### src/core/pbad_pkg.sv
// constants, field layout and state type for the peripheral base decode block
`default_nettype none
package pbad_pkg;
    // bus widths
    localparam int          ADDR_W      = 24;                // system address width
    localparam int          DATA_W      = 16;                // system data width
    localparam int          CS_N        = 4;                 // chip-select lines, 0 highest
    // fixed register locations (byte addresses, word aligned)
    localparam logic [23:0] ADDR_BASE   = 24'h0000f2;        // peripheral base register
    localparam logic [23:0] ADDR_SYSCTL = 24'h0000f4;        // system control register
    localparam logic [23:0] ADDR_CLKCTL = 24'h0000fa;        // clock control register
    // reset values
    localparam logic [15:0] BASE_RESET  = 16'hbfff;          // reads back, not yet valid
    localparam logic [15:0] SYSCTL_RST  = 16'h0000;
    localparam logic [15:0] CLKCTL_RST  = 16'h0000;
    // peripheral base register fields
    localparam int          FC_HI       = 15;                // function code field top
    localparam int          FC_LO       = 13;                // function code field bottom
    localparam int          CFC_BIT     = 12;                // compare function code enable
    localparam int          BASE_HI     = 11;                // base address bits 23..12
    localparam int          WIN_LO      = 12;                // lowest compared address bit
    // system control register fields
    localparam int          CONFLICT_BIT = 0;                // decode conflict flag, w1c
    localparam int          CONFLICT_EN  = 1;                // decode_conflict_enable
    // function codes
    localparam logic [2:0]  FC_SUP_DATA = 3'h5;              // supervisor data space
    // access sequencer states
    typedef enum logic [0:0] {
        ST_IDLE,
        ST_HOLD
    } pbad_state_t;
endpackage
`default_nettype wire

### src/core/pbad_core.sv
// peripheral base register bank, window decode and chip-select gating
//
// Summary of operation
// - no peripheral access until base written
// - base and control registers always at fixed addresses
// - config registers reset only by reset plus halt
// - chip selects off on config register locations
// - internal access output flags on-chip accesses
// - 8-bit bus needs low base byte written
// - conflict sets flag; bus error only when enabled
// - base register is 16-bit read-write
// - base reads bfff after total reset
// - base register only in supervisor data space
// - bits 15..13 give window function code
// - internal access beats every chip select
`default_nettype none
module pbad_core (
    // clock and reset
    input  wire logic        clock,
    input  wire logic        rst_n,
    // reset pins, low when asserted
    input  wire logic        reset_pin_n,
    input  wire logic        halt_pin_n,
    // bus width strap, high for 8-bit operation
    input  wire logic        bus_8bit,
    // bus access
    input  wire logic        bus_strobe,
    input  wire logic        bus_read,
    input  wire logic        upper_strobe,
    input  wire logic        lower_strobe,
    input  wire logic [23:0] bus_addr,
    input  wire logic [2:0]  bus_fc,
    // data bus, split into three signals
    input  wire logic [15:0] data_in,
    output logic      [15:0] data_out,
    output logic             data_oe,
    // answer to the master
    output logic             int_ack,
    // another device answered the current access
    input  wire logic        ext_answer,
    // chip-select requests in, gated lines out (active low)
    input  wire logic [3:0]  cs_request,
    output logic      [3:0]  cs_n,
    // decode outputs
    output logic             internal_access_indicator,
    output logic             periph_select,
    output logic             bus_error_signal,
    // register contents for the rest of the chip
    output logic      [15:0] peripheral_base,
    output logic      [15:0] clock_control
);

    ////////////////////////////////////////////////////////////////////////////
    // helpers

    // word match on a fixed location, byte bit ignored
    function automatic logic word_at(input logic [23:0] a, input logic [23:0] loc);
        word_at = (a[23:1] == loc[23:1]);
    endfunction

    // merge a byte-laned write into a register value
    function automatic logic [15:0] merge(input logic [15:0] old, input logic [15:0] wd,
                                          input logic hi, input logic lo);
        merge = old;
        if (hi) begin
            merge[15:8] = wd[15:8];
        end
        if (lo) begin
            merge[7:0] = wd[7:0];
        end
    endfunction

    ////////////////////////////////////////////////////////////////////////////
    // declarations

    pbad_pkg::pbad_state_t state_q, state_d;   // access sequencer
    logic [15:0] base_q, base_d;               // peripheral base register
    logic [15:0] sysctl_q, sysctl_d;           // system control register
    logic [15:0] clkctl_q, clkctl_d;           // clock control register
    logic        valid_q, valid_d;             // base has been written
    logic [15:0] rdata_q, rdata_d;             // read data holder
    logic        oe_q, oe_d;                   // driving the data bus
    logic        ack_q, ack_d;                 // one-cycle answer
    logic        bus_error_signal_q, bus_error_signal_d;               // bus error level
    logic        total_reset;                  // reset and halt together
    logic        start;                        // first cycle of an access
    logic        sup_data;                     // supervisor data space
    logic        hit_base;                     // base register selected
    logic        hit_sysctl;                   // system control selected
    logic        hit_clkctl;                   // clock control selected
    logic        cfg_loc;                      // any config location, any space
    logic        reg_sel;                      // a register answers here
    logic        window_hit;                   // inside relocated window
    logic        internal;                     // any on-chip target
    logic        wr_base;                      // write strobe to base register
    logic [3:0]  cs_pick;                      // priority-resolved requests

    ////////////////////////////////////////////////////////////////////////////
    // decode

    // window compare lives in its own small module
    pbad_match u_match (
        .bus_addr   (bus_addr),
        .bus_fc     (bus_fc),
        .base_value (base_q),
        .base_valid (valid_q),
        .window_hit (window_hit)
    );

    // fixed locations never depend on the programmed base
    always_comb begin
        total_reset = !reset_pin_n && !halt_pin_n;
        start       = bus_strobe && (state_q == pbad_pkg::ST_IDLE);
        sup_data    = (bus_fc == pbad_pkg::FC_SUP_DATA);
        hit_base    = word_at(bus_addr, pbad_pkg::ADDR_BASE) && sup_data;
        hit_sysctl  = word_at(bus_addr, pbad_pkg::ADDR_SYSCTL) && sup_data;
        hit_clkctl  = word_at(bus_addr, pbad_pkg::ADDR_CLKCTL) && sup_data;
        // chip-select suppression applies in every function-code space
        cfg_loc     = word_at(bus_addr, pbad_pkg::ADDR_BASE)
                   || word_at(bus_addr, pbad_pkg::ADDR_SYSCTL)
                   || word_at(bus_addr, pbad_pkg::ADDR_CLKCTL);
        reg_sel     = hit_base || hit_sysctl || hit_clkctl;
        internal    = reg_sel || window_hit;
        wr_base     = start && !bus_read && hit_base;
    end

    ////////////////////////////////////////////////////////////////////////////
    // chip-select gating

    // lowest index wins, so at most one line is driven
    genvar gi;
    generate
        for (gi = 0; gi < pbad_pkg::CS_N; gi++) begin : g_cs
            if (gi == 0) begin : g_top
                assign cs_pick[gi] = cs_request[gi];
            end else begin : g_rest
                assign cs_pick[gi] = cs_request[gi] && !(|cs_request[gi-1:0]);
            end
        end
    endgenerate

    // on-chip targets outrank every chip select
    always_comb begin
        if (bus_strobe && (internal || cfg_loc)) begin
            cs_n = 4'hf;
        end else begin
            cs_n = ~cs_pick;
        end
        // external decode may use this to keep off the bus
        internal_access_indicator = bus_strobe && internal;
        // steer on-chip memory and peripherals, not the registers here
        periph_select = bus_strobe && window_hit && !reg_sel;
    end

    ////////////////////////////////////////////////////////////////////////////
    // configuration registers, next values

    always_comb begin
        base_d   = base_q;
        sysctl_d = sysctl_q;
        clkctl_d = clkctl_q;
        valid_d  = valid_q;
        if (total_reset) begin
            // only the combined reset clears these
            base_d   = pbad_pkg::BASE_RESET;
            sysctl_d = pbad_pkg::SYSCTL_RST;
            clkctl_d = pbad_pkg::CLKCTL_RST;
            valid_d  = 1'b0;
        end else begin
            if (wr_base) begin
                // full sixteen bits, byte by byte as the strobes say
                base_d = merge(base_q, data_in, upper_strobe, lower_strobe);
                // narrow bus writes high then low, so wait for the low byte
                if (bus_8bit) begin
                    valid_d = valid_q || lower_strobe;
                end else begin
                    valid_d = valid_q || upper_strobe || lower_strobe;
                end
            end
            if (start && !bus_read && hit_clkctl) begin
                clkctl_d = merge(clkctl_q, data_in, upper_strobe, lower_strobe);
            end
            if (start && !bus_read && hit_sysctl) begin
                sysctl_d = merge(sysctl_q, data_in, upper_strobe, lower_strobe);
                // the flag clears by writing a one and ignores a written one otherwise
                sysctl_d[pbad_pkg::CONFLICT_BIT] = sysctl_q[pbad_pkg::CONFLICT_BIT]
                    && !(lower_strobe && data_in[pbad_pkg::CONFLICT_BIT]);
            end
            // a conflict in the same cycle as the clear still lands
            if (bus_strobe && window_hit && ext_answer) begin
                sysctl_d[pbad_pkg::CONFLICT_BIT] = 1'b1;
            end
        end
    end

    // power-on constants; later resets go through the combined reset path
    always_ff @(posedge clock or negedge rst_n) begin
        if (!rst_n) begin
            base_q   <= pbad_pkg::BASE_RESET;
            sysctl_q <= pbad_pkg::SYSCTL_RST;
            clkctl_q <= pbad_pkg::CLKCTL_RST;
            valid_q  <= 1'b0;
        end else begin
            base_q   <= base_d;
            sysctl_q <= sysctl_d;
            clkctl_q <= clkctl_d;
            valid_q  <= valid_d;
        end
    end

    ////////////////////////////////////////////////////////////////////////////
    // access sequencer and answer, next values

    // one answer per strobe; the master must drop the strobe before the next
    always_comb begin
        state_d = state_q;
        rdata_d = rdata_q;
        oe_d    = oe_q;
        ack_d   = 1'b0;
        bus_error_signal_d  = bus_error_signal_q;
        case (state_q)
            pbad_pkg::ST_IDLE: begin
                if (bus_strobe) begin
                    state_d = pbad_pkg::ST_HOLD;
                    if (reg_sel) begin
                        ack_d = 1'b1;
                        oe_d  = bus_read;
                        // both lanes return the whole register, whatever the strobes say
                        if (hit_base) begin
                            rdata_d = base_q;
                        end else if (hit_sysctl) begin
                            rdata_d = sysctl_q;
                        end else begin
                            rdata_d = clkctl_q;
                        end
                    end
                end
            end
            pbad_pkg::ST_HOLD: begin
                if (!bus_strobe) begin
                    // access over: release the bus
                    state_d = pbad_pkg::ST_IDLE;
                    oe_d    = 1'b0;
                    bus_error_signal_d  = 1'b0;
                end
            end
            default: begin
                state_d = pbad_pkg::ST_IDLE;
                oe_d    = 1'b0;
                bus_error_signal_d  = 1'b0;
            end
        endcase
        // error only when software allowed it, held to end of access
        if (bus_strobe && window_hit && ext_answer
            && sysctl_q[pbad_pkg::CONFLICT_EN]) begin
            bus_error_signal_d = 1'b1;
        end
        // a combined reset aborts whatever was in flight
        if (total_reset) begin
            state_d = pbad_pkg::ST_IDLE;
            oe_d    = 1'b0;
            ack_d   = 1'b0;
            bus_error_signal_d  = 1'b0;
        end
    end

    // sequencer flops
    always_ff @(posedge clock or negedge rst_n) begin
        if (!rst_n) begin
            state_q <= pbad_pkg::ST_IDLE;
            rdata_q <= 16'h0000;
            oe_q    <= 1'b0;
            ack_q   <= 1'b0;
            bus_error_signal_q  <= 1'b0;
        end else begin
            state_q <= state_d;
            rdata_q <= rdata_d;
            oe_q    <= oe_d;
            ack_q   <= ack_d;
            bus_error_signal_q  <= bus_error_signal_d;
        end
    end

    ////////////////////////////////////////////////////////////////////////////
    // outputs

    // data and status come straight from flops
    always_comb begin
        data_out         = rdata_q;
        data_oe          = oe_q;
        int_ack          = ack_q;
        bus_error_signal = bus_error_signal_q;
        peripheral_base  = base_q;
        clock_control    = clkctl_q;
    end

endmodule
`default_nettype wire

### src/core/pbad_match.sv
// address and function-code comparator for the relocated peripheral window
`default_nettype none
module pbad_match (
    // bus side
    input  wire logic [23:0] bus_addr,
    input  wire logic [2:0]  bus_fc,
    // programmed base
    input  wire logic [15:0] base_value,
    input  wire logic        base_valid,
    // result
    output logic             window_hit
);
    logic addr_eq;  // upper address bits equal the base
    logic fc_ok;    // function code agrees, or is ignored

    ////////////////////////////////////////////////////////////////////////////
    // compare address bits 23..12 against base bits 11..0
    always_comb begin
        addr_eq = (bus_addr[pbad_pkg::ADDR_W-1:pbad_pkg::WIN_LO]
                   == base_value[pbad_pkg::BASE_HI:0]);
        // function code only counts when the compare bit is set
        if (base_value[pbad_pkg::CFC_BIT]) begin
            fc_ok = (bus_fc == base_value[pbad_pkg::FC_HI:pbad_pkg::FC_LO]);
        end else begin
            fc_ok = 1'b1;
        end
        // an unwritten base never matches
        window_hit = base_valid && addr_eq && fc_ok;
    end
endmodule
`default_nettype wire

### config.mk
export PLATFORM = sky130hd
export DESIGN_NAME = pbad_core
export DESIGN_NICKNAME = d
export VERILOG_FILES = /design/src/core/pbad_pkg.sv /design/src/core/pbad_core.sv /design/src/core/pbad_match.sv
export SDC_FILE = /design/constraint.sdc
export NUM_CORES = 1
export LEC_CHECK = 0
export ABC_AREA = 1
export ABC_CLOCK_PERIOD_IN_PS = 1370
export BUFFER_PORTS_ARGS = -buffer_cell sky130_fd_sc_hd__buf_2
export CAP_MARGIN = 20
export CORE_MARGIN = 2
export CORE_UTILIZATION = 45
export DETAILED_ROUTE_END_ITERATION = 6
export HOLD_SLACK_MARGIN = 0.1
export PLACE_DENSITY = 0.77
export SYNTH_ARGS = -nofsm -noshare
export SYNTH_HDL_FRONTEND = slang
export SYNTH_SLANG_ARGS = --single-unit
### constraint.sdc
create_clock -name clock -period 1.37 [get_ports clock]
set_input_delay 0.137 -clock clock [delete_from_list [all_inputs] [get_ports clock]]
set_output_delay 0.137 -clock clock [all_outputs]
set_load 0.005 [all_outputs]
==> results of run 1 <==
worst max-delay path, stage by stage (launching register included):
cell and delay, ps:
dfstp_2 570, nor2_4 50, nor3_2 120, nand3_1 130, nor2_4 130, nand3_2 110
and2_4 180, nand3_2 50, buf_2 110
flip-flops by register name, summed over array words and instances, names as in the netlist:
signal	flops
peripheral_base	16
data_out	16
sysctl_q	16
bus_error_signal	1
int_ack	1
data_oe	1
valid_q	1
clock_control	16
state_q	1
final cells by class:
type / count / area [sq um] / area share (%)
clock inverters: 6 / 40.0 / 0.684
multi-input cells: 389 / 2100 / 35.9
clock buffers: 10 / 128 / 2.18
inverters: 65 / 246 / 4.21
well taps: 105 / 131 / 2.24
flip-flops and latches: 69 / 1750 / 29.8
repair buffers: 204 / 1460 / 25.0
power breakdown:
part / leakage (nW) / internal (mW) / switching, mW
Sequential: 0.875 / 2.31 / 0.198
Clock: 0.0743 / 0.648 / 0.829
Combinational: 2.24 / 0.717 / 0.820
Total: 3.19 / 3.68 / 1.85
logic make-up after synthesis:
group                  Yosys count
AND/OR/NAND/NOR                319
buffers and inverters           84
flip-flops                      69
XOR/XNOR                         6
AO/OA/AOI/OAI                   61
cell usage in the layout, fill, tap and decap left out, types with 17 or more instances in the layout:
master and instances:
buf_2 110, buf_4 56, dfrtp_1 54, dlygate4sd3_1 17, inv_1 61, nand2_1 168, nand2_2 27, nand3_1 48
nor2_1 34, o21ai_1 30, o21ai_2 19
cell usage after synthesis, types with 2 or more instances:
| cell | n |
|---|---|
| xnor2_1 | 6 |
| nor2_4 | 3 |
| nor2_2 | 3 |
| o21ai_0 | 7 |
| o22ai_1 | 2 |
| dfrtp_1 | 54 |
| o21ai_2 | 16 |
| nor2_1 | 42 |
| nand4_1 | 4 |
| nand3_2 | 2 |
| nor3_1 | 4 |
| nand2_1 | 201 |
| inv_1 | 64 |
| clkbuf_1 | 5 |
| nand3_1 | 53 |
| dfstp_2 | 15 |
| nand2_2 | 4 |
| buf_6 | 4 |
| o21ai_1 | 32 |
| buf_2 | 8 |
final timing paths:
| check | from | end | slack (ps) | cells past startpoint |
|---|---|---|---|---|
| max | peripheral_base[0]$_DFFE_PN1P_ | cs_n[2] | -580 | 8 |
| min | data_in[14] | peripheral_base[14]$_DFFE_PN0P_ | 120 | 3 |
| max reg2reg | peripheral_base[0]$_DFFE_PN1P_ | bus_error_signal$_DFFE_PN0P_ | -130 | 7 |
| min reg2reg | data_out[0]$_DFFE_PN0P_ | data_out[0]$_DFFE_PN0P_ | 480 | 2 |
| max in group asynchronous | rst_n | peripheral_base[11]$_DFFE_PN1P_ | 700 | 3 |
| min in group asynchronous | rst_n | clock_control[1]$_DFFE_PN0P_ | 340 | 3 |
timing repair:
| action | in CTS | in global routing |
|---|---|---|
| buffers inserted | 6 | 12 |
| setup endpoints to repair | 8 | 64 |
| resized for setup | 10 | 82 |
| hold endpoints to repair | 100 | 0 |
| pin swaps | 7 | 30 |
| hold buffers | 17 | 0 |
| gates cloned | 0 | 5 |
metrics by stage:
step,hold WS [ps],cells
3_3_place_gp,183,797
5_1_grt,116,848
2_1_floorplan,-159,539
6_report,116,848
4_1_cts,111,835
3_5_place_dp,186,797
per-layer routing:
layer  track usage (%)  vias up
li1                  -     2091
met1              31.3     2106
met2              44.1      221
met3              6.62       57
met4              11.9        0
met5                 0        -
==> impl_results.md, run 1 <==
- Worst slack at placement: -329 ps
- Deepest clock path buffer count: 2
- Part of the Yosys area used for sequential elements: between 40% and 50%
- Required @ worst endpoint: 1230 ps
- Main combinational cell family by area after synthesis: simple AND/OR/NAND/NOR gates
- Starting Density: a little under half
- Overflow left after global routing: 0
- Number of buffers inserted by port buffering: 112
- Final hold viol count: 0
- Startpoint types: register
- First-pass GRT wire length: 19.9 mm
- Clock Tree Root: clkbuf_8
- Class of the most critical setup path: register to output pin
- Clock net sink count: 69
- Number of DRC violations after detailed-routing iteration 0: roughly 320
- Total routed wirelength: approximately 14 mm
- Vias after detailed routing: between 4000 and 5000
- Height of the die: about 97 um
- Final antenna diode count: 0
- Max FO, Critical Path: 4
- Count of yosys warnings during synthesis: 0
- Slew @ Worst Pin: between 500 and 600 ps
- Run status: finished, violations left
- Placed cell area: slightly above 5000 sq um
- Synthesized netlist cell count: approximately 540
- Synth top area share: roughly a third
- CTS tree: yes
- Boundary Pins: between 100 and 150
- Max Transition Viols Final: 0
- Synthesized-area fraction occupied by xor and xnor cells: about 1.3%
- Max-cap violations: 0
- Maximum clock skew at final layout: approximately 11 ps
- Compound-Gate Fraction of Synth Area: about a tenth
- Worst-case vdd ir drop: ~650 uV
- Depth of the CTS H-tree: 3
- Mean Syn Cell Area: 7.24 sq um
- Layout Area Growth over Synthesis: 50.1%
- Total routing resource utilization after global routing: between 20% and 30%
- Via density per instance: about 5.3
- Die width: around 100 um
- Layout cells sized above 1: 41.7%
- Final worst path period need: between 1500 and 2000 ps
- Antenna violations before repair: 0
- Routed length on met3: 1.03 mm
- Leak: approximately 3.2 nW
- Detailed Routing Iterations Pass 1: 5
- Sort of element at the end of the critical path: output pin
- Post-detail-place hpwl: about 8.8 mm
- Post-layout power: 5.52 mW
- Number of register bits inferred by synthesis: 69
- Top layer used by detailed routing: met4
- Adder-cell area share of the yosys netlist: 0%
- Remaining antenna violation count after routing: 0
- Violations in the final reports: negative setup slack
- Setup repair after global routing missed its margin: yes
- Clock transition at the registers of the reported paths: ~80 ps
- Leading cell types by total area after synthesis: dfrtp_1 35%, nand2_1 19%, dfstp_2 10%, nand3_1 6.8%, inv_1 6.2%
- Number of DRC violations after detailed routing: 0
- HP Class: input port to register
- Portion of the clock cycle consumed by the worst path in the final layout: 142%
- CTS buffer count: 9
- Achievable Freq: just over 500 MHz
- Final Instance Area: slightly below 6000 sq um
- Wire length on met1: between 5 and 6 mm
- Most used DFF post-synth: dfrtp_1
- Biggest area consumer among synthesized cells: dfrtp_1
- Worst-skew pair later-pin latency: 370 ps
- Floorplan die area: approximately 9400 sq um
- Finish-stage setup viols: 14
- Crit path DAT: approximately 1800 ps
- Via count of the first global-routing pass: 4238
- Number of rows in the core area: 33
- Cell Area, Synth: around 3900 sq um
- Sum of negative setup slack: -3650 ps
- Mux share of post-synthesis cell area: 0%
- Count of flip-flops with a built-in enable after synthesis: 0
- Area inside the core boundary: ~8300 sq um
- Total power per unit cell area: between 900 and 1000 nW/um^2
- Number of distinct library cells after synthesis: 30
- Wire length per cell after detailed routing: about 16 um
- Ys async rst share: 100%
- Net count reported at finish: 795
- Total met2 wirelength after detailed routing: 6.78 mm
- Final core occ: a little over two thirds
- Post-synthesis share of cell area spent on and, or, nand and nor gates: 34.8%
- Relative max-transition margin: roughly two thirds
- Maximum number of pins on one net before global-route repair: 70
- Post-synth net total: a little under 600
- Filler Cells Inserted: ~600
- Routability cong.: between 0.9 and 1
- Setup ws final: -582 ps
Note: power is estimated with default switching activity, not from simulation.
==> run 2, diff against run 1 <==
--- a/config.mk
+++ b/config.mk
@@ -13,7 +13,7 @@
 export CORE_UTILIZATION = 45
 export DETAILED_ROUTE_END_ITERATION = 6
 export HOLD_SLACK_MARGIN = 0.1
-export PLACE_DENSITY = 0.77
+export PLACE_DENSITY = 0.78
 export SYNTH_ARGS = -nofsm -noshare
 export SYNTH_HDL_FRONTEND = slang
 export SYNTH_SLANG_ARGS = --single-unit
==> constraint.sdc (replaced) <==
create_clock -name clock -period 1.37 [get_ports clock]
set_input_delay 0.2055 -clock clock [delete_from_list [all_inputs] [get_ports clock]]
set_output_delay 0.2055 -clock clock [all_outputs]
set_load 0.005 [all_outputs]
==> run 2 against run 1 <==
Effect of this change:
- the run still ends with negative setup slack left
- power up 8.6%
- clock skew up 5.0 ps
- cell area up 1.9%
- core utilization up 1.4 points
- routed wire length up 1.1%
- sequential share of layout area down 0.57 points
- flip-flop and latch count unchanged
- combinational power up 5%
- sequential power about the same
- clock power up 26%
- largest cell class unchanged
- largest power group unchanged
- highest routed layer unchanged
==> impl_results.md, run 2 (synthesis results as in run 1) <==
- Run status: finished, violations left
- Violations in the final reports: negative setup slack
- HP Class: input port to register
- Post-detail-place hpwl: 8.95 mm (+2.0%)
- Layout cells sized above 1: 48.4% (+6.7 points)
- Detailed Routing Iterations Pass 1: 6 (+1)
- Number of DRC violations after detailed-routing iteration 0: 216 (-32%)
- Max FO, Critical Path: 4 (unchanged)
- Portion of the clock cycle consumed by the worst path in the final layout: 152% (+9.6 points)
- Crit path DAT: 1880 ps (+70 ps)
- Routability cong.: 0.889 (-4.6%)
- Worst Reg2Reg Path Length in Cells: 7 (unchanged)
- Height of the die: 97.1 um (unchanged)
- Achievable Freq: 480 MHz (-6.3%)
- Placed cell area: 5070 sq um (+0.67%)
- Via count of the first global-routing pass: 4211 (-0.64%)
- Total power per unit cell area: 1000 nW/um^2 (+6.5%)
- Relative max-transition margin: 69.4% (+3.8 points)
- Proportion of power drawn by the clock network: 30.9% (+4.2 points)
- P_int: 4.08 mW (+11%)
- Maximum number of pins on one net before global-route repair: 70 (unchanged)
- Worst-skew pair later-pin latency: 370 ps (about the same)
- Wire length per cell after detailed routing: 16.5 um (+3.0%)
- Starting Density: 47.0% (unchanged)
- Most common library cell in the layout ignoring fill and taps: nand2_1
- Number of buffers inserted by port buffering: 112 (unchanged)
- Max-cap violations: 0 (unchanged)
- Final hold viol count: 0 (unchanged)
- Maximum clock skew at final layout: 16.3 ps (+4.96 ps)
- Post-layout power: 6.00 mW (+8.6%)
- Number of rows in the core area: 33 (unchanged)
- CTS tree: yes
- Worst-case vdd ir drop: 728 uV (+12%)
- Switching Share: 31.9% (-1.5 points)
- Depth of the CTS H-tree: 3 (unchanged)
- Antenna violations before repair: 0 (unchanged)
- Floorplan die area: 9430 sq um (unchanged)
- Net count reported at finish: 779 (-2.0%)
- Total routed wirelength: 13.7 mm (+1.1%)
- Clock Tree Root: clkbuf_8
- Overflow left after global routing: 0 (unchanged)
- CTS buffer count: 9 (unchanged)
- Vias after detailed routing: 4463 (-0.27%)
- Class of the most critical setup path: register to output pin
- Leak: 3.28 nW (+2.9%)
- Most frequent cells in the layout: 136 x nand2_1, 105 x buf_2, 59 x inv_1
- Remaining antenna violation count after routing: 0 (unchanged)
- Combinational group share of total power: 27.0% (-0.8 points)
- Slew @ Worst Pin: 458 ps (-56.0 ps)
- Deepest clock path buffer count: 2 (unchanged)
- Share of power burned in registers: 42.0% (-3.4 points)
- Required @ worst endpoint: 1160 ps (-70 ps)
- Filler Cells Inserted: 619 (+1.8%)
- First-pass GRT wire length: 19.4 mm (-2.2%)
- Clock net sink count: 69 (unchanged)
- Clock transition at the registers of the reported paths: 90 ps (about the same)
- Boundary Pins: 114 (unchanged)
- Total routing resource utilization after global routing: 25.5% (-0.61 points)
- Max Transition Viols Final: 0 (unchanged)
- Finish-stage setup viols: 55 (+41)
- Setup ws final: -713 ps (-131 ps)
- Startpoint types: register
- Post-route worst hold slack: 122 ps (+6.17 ps)
- Die width: 97.1 um (unchanged)
- Worst Hold Path Cells: 3 (unchanged)
- Area inside the core boundary: 8300 sq um (unchanged)
- Switching power: 1.91 mW (+3.6%)
- Final Instance Area: 5970 sq um (+1.9%)
- Sort of element at the end of the critical path: output pin
- Final worst path period need: 2080 ps (+131 ps)
- Layout Area Growth over Synthesis: 53.0%
- Via density per instance: 5.36 (+1.6%)
- Setup repair after global routing missed its margin: yes
- Final antenna diode count: 0 (unchanged)
- Number of DRC violations after detailed routing: 0 (unchanged)
run 2: layout make-up:
cell class	count	area [sq um]	area share (%)
tap	105	131	2.20
sequential	69	1750	29.2
clock buffer	11	131	2.20
clock inverter	5	85.1	1.43
inverter	65	256	4.30
multi-input combinational	389	2300	38.5
timing repair buffer	188	1320	22.1
run 2: repair_timing:
item	in CTS	in global routing
pin swaps	6	35
cloned	0	5
setup buffers	57	13
hold buffers	1	0
resized for setup	15	129
endpoints found under the hold margin	54	0
setup endpoints to repair	12	79
run 2: critical path, stage by stage, from the launching register on:
cell and delay, ps:
dfstp_2 540, nor2_1 60, nor3_1 200, nand3_1 120, nor2_2 160, nand3_2 100, and2_4 180, nand3_2 50
buf_2 110
run 2: power by group through the flow:
stage               logic, mW  registers, mW  clock network, mW
finish                   1.62           2.52               1.86
global route             1.77           2.54               1.94
CTS                      1.39           2.49               1.86
detailed placement       1.33           2.52                  0
global placement         1.28           2.50                  0
floorplan               0.609           2.53                  0
run 2: final timing paths:
kind / from / endpoint / slack (ps)
max in group asynchronous: rst_n / peripheral_base[7]$_DFFE_PN1P_ / 630
min reg2reg: data_out[6]$_DFFE_PN0P_ / data_out[6]$_DFFE_PN0P_ / 480
max reg2reg: peripheral_base[0]$_DFFE_PN1P_ / bus_error_signal$_DFFE_PN0P_ / -190
min: data_in[4] / clock_control[4]$_DFFE_PN0P_ / 120
max: peripheral_base[0]$_DFFE_PN1P_ / cs_n[2] / -710
min in group asynchronous: rst_n / data_out[3]$_DFFE_PN0P_ / 400
run 2: stage by stage:
| stage | setup WS, ps | TNS (ps) | utilization [%] | cells |
|---|---|---|---|---|
| global placement | -309 | -17450 | 61.1 | 798 |
| CTS | -619 | -4070 | 64.9 | 819 |
| floorplan | -71.5 | -375 | - | 539 |
| finish | -713 | -6730 | 71.9 | 832 |
| detailed placement | -390 | -22220 | 61.1 | 798 |
| global route | -810 | -11670 | 71.9 | 832 |
run 2: per-layer routing:
layer / routed length (um) / track usage [%] / vias up
met1: 5080 / 30.8 / 2107
li1: - / - / 2064
met4: 699 / 12.1 / 0
met5: 0 / 0 / -
met3: 968 / 5.32 / 74
met2: 6940 / 43.4 / 218
